File: src/bomsr_regs.vh
`ifndef BOMSR_REGS_VH
`define BOMSR_REGS_VH

// register indices; byte address is four times the index
`define BOMSR_IDX_RUN_VOLT      8'h32
`define BOMSR_IDX_STBY_VOLT     8'h33
`define BOMSR_IDX_SLP_VOLT      8'h34
`define BOMSR_IDX_MODE_CTRL     8'h40
`define BOMSR_IDX_STATUS        8'h41

// mode control field positions
`define BOMSR_BIT_RUN_EN        0
`define BOMSR_BIT_STBY_EN       1
`define BOMSR_BIT_SLP_EN        2
`define BOMSR_BIT_LOW_PWR       3
`define BOMSR_BIT_SLEW_SLOW     4
`define BOMSR_BIT_CCM_DOWN      5
`define BOMSR_BIT_FORCED_PWM    6
`define BOMSR_CTRL_WIDTH        7

// status field positions
`define BOMSR_STAT_CODE_LSB     0
`define BOMSR_STAT_MODE_LSB     6
`define BOMSR_STAT_RAMP_BIT     8

// voltage code width and reset values
`define BOMSR_CODE_WIDTH        6
`define BOMSR_CODE_RESET        6'h00
`define BOMSR_CTRL_RESET        7'h00

// power mode encodings
`define BOMSR_MODE_RUN          2'h0
`define BOMSR_MODE_STANDBY      2'h1
`define BOMSR_MODE_SLEEP        2'h2

// bus answers
`define BOMSR_RESP_OKAY         2'h0
`define BOMSR_RESP_SLVERR       2'h2

// timing: clock period and one voltage step per interval
`define BOMSR_CLK_PERIOD_NS     100
`define BOMSR_SLEW_FAST_NS      2000
`define BOMSR_SLEW_SLOW_NS      4000
`define BOMSR_SLEW_FAST_CYC     (`BOMSR_SLEW_FAST_NS / `BOMSR_CLK_PERIOD_NS)
`define BOMSR_SLEW_SLOW_CYC     (`BOMSR_SLEW_SLOW_NS / `BOMSR_CLK_PERIOD_NS)

`endif

File: src/bomsr_top.v
`include "bomsr_regs.vh"

module bomsr_top (
  input  wire        clk,
  input  wire        reset,
  // power mode pins from the sequencer
  input  wire [1:0]  powerMode,
  // fuse contents, static after power on
  input  wire [5:0]  fuseRunCode,
  input  wire [5:0]  fuseStandbyCode,
  input  wire [5:0]  fuseSleepCode,
  input  wire        fuseRunEnable,
  input  wire        fuseStandbyEnable,
  input  wire        fuseSlewSlow,
  input  wire        fuseScalingSelect,
  // axi4-lite slave
  input  wire [11:0] s_axi_awaddr,
  input  wire        s_axi_awvalid,
  output reg         s_axi_awready,
  input  wire [31:0] s_axi_wdata,
  input  wire [3:0]  s_axi_wstrb,
  input  wire        s_axi_wvalid,
  output reg         s_axi_wready,
  output reg  [1:0]  s_axi_bresp,
  output reg         s_axi_bvalid,
  input  wire        s_axi_bready,
  input  wire [11:0] s_axi_araddr,
  input  wire        s_axi_arvalid,
  output reg         s_axi_arready,
  output reg  [31:0] s_axi_rdata,
  output reg  [1:0]  s_axi_rresp,
  output reg         s_axi_rvalid,
  input  wire        s_axi_rready,
  // regulator controls
  output reg  [5:0]  outputCode,
  output reg         buckEnable,
  output reg         lowPowerMode,
  output reg         forcedPwm,
  output reg         forcedConduction,
  output reg         rampActive
);

  reg  [5:0]  runCode_reg;
  reg  [5:0]  standbyCode_reg;
  reg  [5:0]  sleepCode_reg;
  reg  [6:0]  ctrl_reg;
  reg         fuseScalingSelect_reg;
  reg         fuseLoadPending_reg;
  reg  [11:0] awAddr_reg;
  reg         awHeld_reg;
  reg  [7:0]  wData_reg;
  reg         wLane0_reg;
  reg         wHeld_reg;
  reg  [31:0] readData_next;
  reg         readHit_next;
  reg  [5:0]  targetCode_next;
  reg         enable_next;

  wire [1:0]  modeSync;
  wire [5:0]  slewCode;
  wire        slowRate;
  wire        doWrite;
  wire [7:0]  writeIndex;
  wire        writeMapped;
  wire [7:0]  readIndex;
  wire        readMapped;
  wire        inRun;

  // mode pins cross from the sequencer domain
  bomsr_sync3 #(
    .WIDTH   (2)
  ) u_modeSync (
    .clk     (clk),
    .reset   (reset),
    .asyncIn (powerMode),
    .syncOut (modeSync)
  );

  assign inRun = (modeSync != `BOMSR_MODE_STANDBY) && (modeSync != `BOMSR_MODE_SLEEP);

  // fuse level select overrides the host slew choice with the fast rate
  assign slowRate = ctrl_reg[`BOMSR_BIT_SLEW_SLOW] & ~fuseScalingSelect_reg;

  // pick the code and enable of the active power mode
  always @*
  begin
    targetCode_next = runCode_reg;
    enable_next     = ctrl_reg[`BOMSR_BIT_RUN_EN];
    case (modeSync)
      `BOMSR_MODE_STANDBY:
      begin
        targetCode_next = standbyCode_reg;
        enable_next     = ctrl_reg[`BOMSR_BIT_STBY_EN];
      end
      `BOMSR_MODE_SLEEP:
      begin
        targetCode_next = sleepCode_reg;
        enable_next     = ctrl_reg[`BOMSR_BIT_SLP_EN];
      end
      default:
      begin
        targetCode_next = runCode_reg;
        enable_next     = ctrl_reg[`BOMSR_BIT_RUN_EN];
      end
    endcase
  end

  // output follows the target one step at a time; the fuse run code loaded after reset is applied at once
  bomsr_slew u_slew (
    .clk        (clk),
    .reset      (reset),
    .load       (fuseLoadPending_reg),
    .loadCode   (fuseRunCode),
    .targetCode (targetCode_next),
    .slowRate   (slowRate),
    .outCode    (slewCode)
  );

  // regulator control outputs, all registered
  always @(posedge clk or posedge reset)
  begin
    if (reset)
    begin
      outputCode       <= `BOMSR_CODE_RESET;
      buckEnable       <= 1'b0;
      lowPowerMode     <= 1'b0;
      forcedPwm        <= 1'b0;
      forcedConduction <= 1'b0;
      rampActive       <= 1'b0;
    end
    else
    begin
      outputCode       <= slewCode;
      buckEnable       <= enable_next & ~fuseLoadPending_reg;
      lowPowerMode     <= ctrl_reg[`BOMSR_BIT_LOW_PWR] & ~inRun;
      forcedPwm        <= ctrl_reg[`BOMSR_BIT_FORCED_PWM];
      forcedConduction <= ctrl_reg[`BOMSR_BIT_CCM_DOWN] & (slewCode > targetCode_next);
      rampActive       <= (slewCode != targetCode_next);
    end
  end

  // write path: address and data taken in either order, then one response
  assign doWrite     = awHeld_reg & wHeld_reg & ~s_axi_bvalid;
  assign writeIndex  = awAddr_reg[9:2];
  assign writeMapped = (awAddr_reg[11:10] == 2'h0) &&
                       ((writeIndex == `BOMSR_IDX_RUN_VOLT) || (writeIndex == `BOMSR_IDX_STBY_VOLT) ||
                        (writeIndex == `BOMSR_IDX_SLP_VOLT) || (writeIndex == `BOMSR_IDX_MODE_CTRL) ||
                        (writeIndex == `BOMSR_IDX_STATUS));

  // write channel handshakes
  always @(posedge clk or posedge reset)
  begin
    if (reset)
    begin
      s_axi_awready <= 1'b1;
      s_axi_wready  <= 1'b1;
      s_axi_bvalid  <= 1'b0;
      s_axi_bresp   <= `BOMSR_RESP_OKAY;
      awHeld_reg    <= 1'b0;
      wHeld_reg     <= 1'b0;
      awAddr_reg    <= 12'h000;
      wData_reg     <= 8'h00;
      wLane0_reg    <= 1'b0;
    end
    else
    begin
      if (s_axi_awvalid && s_axi_awready)
      begin
        awAddr_reg    <= s_axi_awaddr;
        awHeld_reg    <= 1'b1;
        s_axi_awready <= 1'b0;
      end
      if (s_axi_wvalid && s_axi_wready)
      begin
        wData_reg    <= s_axi_wdata[7:0];
        wLane0_reg   <= s_axi_wstrb[0];
        wHeld_reg    <= 1'b1;
        s_axi_wready <= 1'b0;
      end
      if (doWrite)
      begin
        s_axi_bvalid <= 1'b1;
        s_axi_bresp  <= writeMapped ? `BOMSR_RESP_OKAY : `BOMSR_RESP_SLVERR;
      end
      if (s_axi_bvalid && s_axi_bready)
      begin
        s_axi_bvalid  <= 1'b0;
        awHeld_reg    <= 1'b0;
        wHeld_reg     <= 1'b0;
        s_axi_awready <= 1'b1;
        s_axi_wready  <= 1'b1;
      end
    end
  end

  // fuse capture happens on the first edge after reset release
  always @(posedge clk or posedge reset)
  begin
    if (reset)
    begin
      fuseLoadPending_reg   <= 1'b1;
      fuseScalingSelect_reg <= 1'b0;
      runCode_reg           <= `BOMSR_CODE_RESET;
      standbyCode_reg       <= `BOMSR_CODE_RESET;
      sleepCode_reg         <= `BOMSR_CODE_RESET;
      ctrl_reg              <= `BOMSR_CTRL_RESET;
    end
    else if (fuseLoadPending_reg)
    begin
      fuseLoadPending_reg                 <= 1'b0;
      fuseScalingSelect_reg               <= fuseScalingSelect;
      runCode_reg                         <= fuseRunCode;
      standbyCode_reg                     <= fuseStandbyCode;
      sleepCode_reg                       <= fuseSleepCode;
      ctrl_reg[`BOMSR_BIT_RUN_EN]         <= fuseRunEnable;
      ctrl_reg[`BOMSR_BIT_STBY_EN]        <= fuseStandbyEnable;
      ctrl_reg[`BOMSR_BIT_SLEW_SLOW]      <= fuseSlewSlow;
    end
    else if (doWrite && wLane0_reg)
    begin
      // only the low six bits of a voltage word are kept
      case (writeIndex)
        `BOMSR_IDX_RUN_VOLT:  runCode_reg     <= wData_reg[5:0];
        `BOMSR_IDX_STBY_VOLT: standbyCode_reg <= wData_reg[5:0];
        `BOMSR_IDX_SLP_VOLT:  sleepCode_reg   <= wData_reg[5:0];
        `BOMSR_IDX_MODE_CTRL: ctrl_reg        <= wData_reg[6:0];
        default:              ctrl_reg        <= ctrl_reg;
      endcase
    end
  end

  // read decode; unmapped words read zero with an error answer
  assign readIndex  = s_axi_araddr[9:2];
  assign readMapped = (s_axi_araddr[11:10] == 2'h0);

  always @*
  begin
    readData_next = 32'h00000000;
    readHit_next  = readMapped;
    case (readIndex)
      `BOMSR_IDX_RUN_VOLT:  readData_next[5:0] = runCode_reg;
      `BOMSR_IDX_STBY_VOLT: readData_next[5:0] = standbyCode_reg;
      `BOMSR_IDX_SLP_VOLT:  readData_next[5:0] = sleepCode_reg;
      `BOMSR_IDX_MODE_CTRL: readData_next[6:0] = ctrl_reg;
      `BOMSR_IDX_STATUS:
      begin
        readData_next[5:0] = outputCode;
        readData_next[7:6] = modeSync;
        readData_next[8]   = rampActive;
      end
      default:              readHit_next = 1'b0;
    endcase
  end

  // read channel: one read outstanding, answer one edge after address
  always @(posedge clk or posedge reset)
  begin
    if (reset)
    begin
      s_axi_arready <= 1'b1;
      s_axi_rvalid  <= 1'b0;
      s_axi_rdata   <= 32'h00000000;
      s_axi_rresp   <= `BOMSR_RESP_OKAY;
    end
    else if (s_axi_arvalid && s_axi_arready)
    begin
      s_axi_arready <= 1'b0;
      s_axi_rvalid  <= 1'b1;
      s_axi_rdata   <= readHit_next ? readData_next : 32'h00000000;
      s_axi_rresp   <= readHit_next ? `BOMSR_RESP_OKAY : `BOMSR_RESP_SLVERR;
    end
    else if (s_axi_rvalid && s_axi_rready)
    begin
      s_axi_rvalid  <= 1'b0;
      s_axi_arready <= 1'b1;
    end
  end

endmodule // bomsr_top

File: src/bomsr_sync3.v
`include "bomsr_regs.vh"

module bomsr_sync3 #(
  parameter WIDTH = 2
) (
  input  wire             clk,
  input  wire             reset,
  input  wire [WIDTH-1:0] asyncIn,
  output reg  [WIDTH-1:0] syncOut
);

  reg [WIDTH-1:0] stage1_reg;
  reg [WIDTH-1:0] stage2_reg;
  reg [WIDTH-1:0] stage3_reg;

  // stage1 feeds stage2 only; a change counts once stages 2 and 3 agree
  always @(posedge clk or posedge reset)
  begin
    if (reset)
    begin
      stage1_reg <= {WIDTH{1'b0}};
      stage2_reg <= {WIDTH{1'b0}};
      stage3_reg <= {WIDTH{1'b0}};
      syncOut    <= {WIDTH{1'b0}};
    end
    else
    begin
      stage1_reg <= asyncIn;
      stage2_reg <= stage1_reg;
      stage3_reg <= stage2_reg;
      if (stage2_reg == stage3_reg)
        syncOut <= stage3_reg;
    end
  end

endmodule // bomsr_sync3

File: src/bomsr_slew.v
`include "bomsr_regs.vh"

module bomsr_slew (
  input  wire       clk,
  input  wire       reset,
  input  wire       load,
  input  wire [5:0] loadCode,
  input  wire [5:0] targetCode,
  input  wire       slowRate,
  output reg  [5:0] outCode
);

  // counts are worked out as integers, then cut to the counter width on purpose
  localparam integer FAST_INT = `BOMSR_SLEW_FAST_CYC;
  localparam integer SLOW_INT = `BOMSR_SLEW_SLOW_CYC;
  localparam [5:0]   FAST_CYC = FAST_INT[5:0];
  localparam [5:0]   SLOW_CYC = SLOW_INT[5:0];

  reg  [5:0] stepCount_reg;
  wire [5:0] period;

  assign period = slowRate ? SLOW_CYC : FAST_CYC;

  // one code step per interval; interval restarts when the target is reached
  always @(posedge clk or posedge reset)
  begin
    if (reset)
    begin
      outCode       <= `BOMSR_CODE_RESET;
      stepCount_reg <= 6'h00;
    end
    else if (load)
    begin
      outCode       <= loadCode;
      stepCount_reg <= 6'h00;
    end
    else if (outCode == targetCode)
      stepCount_reg <= 6'h00;
    else if (stepCount_reg >= period - 6'h01)
    begin
      stepCount_reg <= 6'h00;
      if (targetCode > outCode)
        outCode <= outCode + 6'h01;
      else
        outCode <= outCode - 6'h01;
    end
    else
      stepCount_reg <= stepCount_reg + 6'h01;
  end

endmodule // bomsr_slew

File: config.mk
export PLATFORM = sky130hd
export DESIGN_NAME = bomsr_top
export DESIGN_NICKNAME = d
export VERILOG_FILES = /design/src/bomsr_top.v /design/src/bomsr_sync3.v /design/src/bomsr_slew.v
export VERILOG_INCLUDE_DIRS = /design/src
export SDC_FILE = /design/constraint.sdc
export NUM_CORES = 1
export LEC_CHECK = 0
export ABC_AREA = 0
export BUFFER_PORTS_ARGS = -buffer_cell sky130_fd_sc_hd__buf_2
export CAP_MARGIN = 20
export CORE_AREA = 2 2 132 134
export CTS_CLUSTER_DIAMETER = 60
export DETAILED_ROUTE_END_ITERATION = 12
export DIE_AREA = 0 0 134 136
export HOLD_SLACK_MARGIN = 0.12
export SLEW_MARGIN = 15
export SYNTH_ARGS = -nofsm -noshare
export SYNTH_HDL_FRONTEND = slang
export SYNTH_HIERARCHICAL = 1
export SYNTH_SLANG_ARGS = --single-unit
File: constraint.sdc
create_clock -name clk -period 4.26 [get_ports clk]
set_clock_uncertainty 0.05 [all_clocks]
set_input_delay 0.426 -clock clk [delete_from_list [all_inputs] [get_ports clk]]
set_output_delay 0.426 -clock clk [all_outputs]
set_load 0.02 [all_outputs]
==> metrics <==
die footprint=about 0.018 mm^2; Total Routed Length=about 12 mm; average cell area after synthesis=10.5 um^2; critical-path cell list=inv_1 > ha_1 > o21a_1 > inv_1 > ha_1 > a21oi_1 > a21boi_1 > o31ai_4 > ha_1 > a211oi_1 > o21bai_1 > a21oi_1 > xor2_1 > or3_1 > a31oi_1; share of synthesized registers carrying an async set or reset=100%; Filler cells=between 1500 and 2000; crit-path max FO=15; DR WL/cell=15.1 um; min-delay src=powerMode[1]; worst slack at placement=roughly 160 ps; Num CTS Buffers=9; Highest Clock Rate=250 MHz; EDFF count, synth=0; CP Capture Type=register; DP HPWL=9.15 mm; Clock Pin Slew Worst Setup and Hold Paths=~70 ps; via count=3664; die height=136 um; Hold Path Class=input pin to register; DRC=0; cell mode on critical path=ha_1; Antenna Nets Post-Route=0; gp weighted congestion=0.875; Finish-stage setup viols=0; yosys warns=6; initial antenna violation count=2; crit path from=u_modeSync/syncOut[0]$_DFFE_PP0N_; pwr dens=479 mW/mm^2; Detailed Routing Iterations Pass 1=4; Seq/Total Area, Yosys=47.9%; clk_lat worst skew=340 ps; Global Route Usage Sum=13.3%; Tmin final=4000 ps; Die X-Extent=134 um; worst IR drop on VDD=0.201 mV; # rows=48; final hold violation count=0; Largest stage delay, worst path=540 ps; H-tree depth=3; CTS Buffer Depth=2; via-per-instance ratio=4.69; Critical Path RT=between 4000 and 5000 ps; Largest register FFs=10; critical path class=register to register; share of layout cells above drive strength 1=24.5%; most used flip-flop cell after synthesis=dfrtp_1; PortBufs=85; vias in the first global route=approximately 3700; RR Startpoint=u_modeSync/syncOut[0]$_DFFE_PP0N_; Syn Inst Count=467; TritonCTS clock tree=yes; Slew Limit Fails=0; Startpoint Class=register; largest net degree at the start of global routing=58; Leakage=roughly 2.8 nW; synthesized flop and latch total=between 90 and 100; first-pass GRT wire length=between 15 and 20 mm; Synth-to-Final Area Change=17.4%; mapped cell area=about 0.0049 mm^2; unique cell type count in the Yosys netlist=56; slowest CP cell=ha_1; Post-CTS Setup Bufs=0; CTS Sinks=94; Period Utilization, post-route=a little over nine tenths; post-layout worst setup margin=264 ps; Nets=664; area of the multi-input gates=roughly 0.0023 mm^2; number of I/O pins=143; Final TNS setup=0 ps; actual slew at the worst max-slew pin=~890 ps; unrepaired setup endpoints after global routing=no; Rel. slew slack=40.5%; status=completed; 1st-iter DRT viols=222; register area=0.00236 mm^2; Pwr Total=about 2.8 mW; Root Driver=clkbuf_16; max_cap viols=0; core footprint=around 0.017 mm^2; grt ovf=0; Initial Util=between 20% and 30%; crit path DAT=4200 ps
## placed cells by master (no fill, tap or decap), types with 2 or more instances in the layout
cell	count
a211oi_1	8
a21o_1	3
a21oi_1	15
a22o_1	2
a22oi_1	7
a31oi_1	2
buf_2	85
clkbuf_1	2
clkbuf_16	9
conb_1	26
dfrtp_1	90
dfstp_2	4
ha_1	22
inv_1	25
inv_6	2
mux2_1	4
mux2_2	21
mux2i_1	34
nand2_1	49
nand3_1	7
nand4_1	5
nand4b_1	2
nor2_1	16
nor2_2	2
nor2b_1	5
nor3_1	13
nor3b_1	2
nor4b_2	3
o21a_1	7
o21ai_0	10
o21ai_1	32
o31ai_1	2
or3_1	2
xnor2_1	3
xor2_1	7
## routing by layer
layer	up-vias	share of wire [%]	global-route usage [%]
met4	0	1.8	4.26
met2	138	45	20.9
li1	1758	-	-
met1	1757	45	17.8
met3	11	8.1	3.88
met5	-	0	0
## metrics by stage
stage	std cells	instance area (um^2)	hold slack, ps	utilization (%)
2_1_floorplan	492	5010	192	-
3_3_place_gp	763	5480	283	32.5
3_5_place_dp	763	5480	286	32.5
4_1_cts	780	5770	129	34.2
5_1_grt	781	5780	123	34.2
6_report	781	5780	138	34.2
## kinds of logic (layout without fill, tap and decap cells)
group                    Yosys count  count (layout)  synth area share (%)
flip-flops                        94              94                  47.9
adder cells (fa/ha/maj)           23              23                  6.00
AND/OR/NAND/NOR                  118             118                  12.5
AO/OA/AOI/OAI                     96              96                  12.1
multiplexers                      59              59                  12.6
other                              1              27                0.0762
XOR/XNOR                          10              10                  1.78
buffers and inverters             66             129                  7.04
## cell usage after synthesis (5+ instances only)
master,instances,area share [%]
a211oi_1,8,1.2
a21oi_1,15,1.5
a22oi_1,7,1.1
buf_4,25,3.8
clkbuf_1,10,0.76
dfrtp_1,90,46
ha_1,22,5.6
inv_1,26,2.0
mux2_2,21,4.8
mux2i_1,34,6.9
nand2_1,49,3.7
nand3_1,7,0.71
nand4_1,5,0.64
nor2_1,16,1.2
nor2b_1,5,0.64
nor3_1,13,1.3
o21a_1,7,1.1
o21ai_0,10,1.0
o21ai_1,32,3.3
xor2_1,7,1.2
## path summary, 6_finish.rpt
path,end,slack [ps],depth (start not counted)
max in group asynchronous,s_axi_awready$_DFFE_PP1P_,2390,4
worst min-delay path,u_modeSync/stage1_reg[1]$_DFF_PP0_,140,1
worst max-delay path,u_slew/outCode[5]$_DFFE_PP0P_,260,15
worst min register to register,u_modeSync/stage2_reg[0]$_DFF_PP0_,300,0
worst max register to register,u_slew/outCode[5]$_DFFE_PP0P_,260,15
min in group asynchronous,u_modeSync/stage2_reg[1]$_DFF_PP0_,550,3
## worst max-delay path: cells and delay by family, from the launching register on
family | cells | cell delay [ps]
fa+ha+maj | 3 | 1190
buf+inv | 2 | 120
compound gates | 8 | 1680
flops | 1 | 470
xor+xnor | 1 | 100
simple gates | 1 | 310
## repair_timing
item / in CTS / in global routing
endpoints found under the setup margin: 0 / 1
hold endpoints to repair: 20 / 0
hold buffers: 1 / 0
resized for setup: 0 / 1
## power breakdown
| group | internal (mW) | total, mW | switching, mW |
|---|---|---|---|
| logic | 0.352 | 0.759 | 0.407 |
| registers | 1.07 | 1.25 | 0.185 |
| clock network | 0.415 | 0.755 | 0.339 |
| total | 1.83 | 2.77 | 0.932 |
## area by class of cell
| type | count | share of cell area, % |
|---|---|---|
| Sequential cell | 94 | 40.8 |
| Multi-Input combinational cell | 332 | 40.1 |
| Timing Repair Buffer | 87 | 7.67 |
| Tap cell | 225 | 4.87 |
| Clock buffer | 12 | 4.27 |
| Inverter | 26 | 1.69 |
| Clock inverter | 4 | 0.520 |
| Antenna cell | 1 | 0.0433 |
Note: power is estimated with default switching activity, not from simulation.
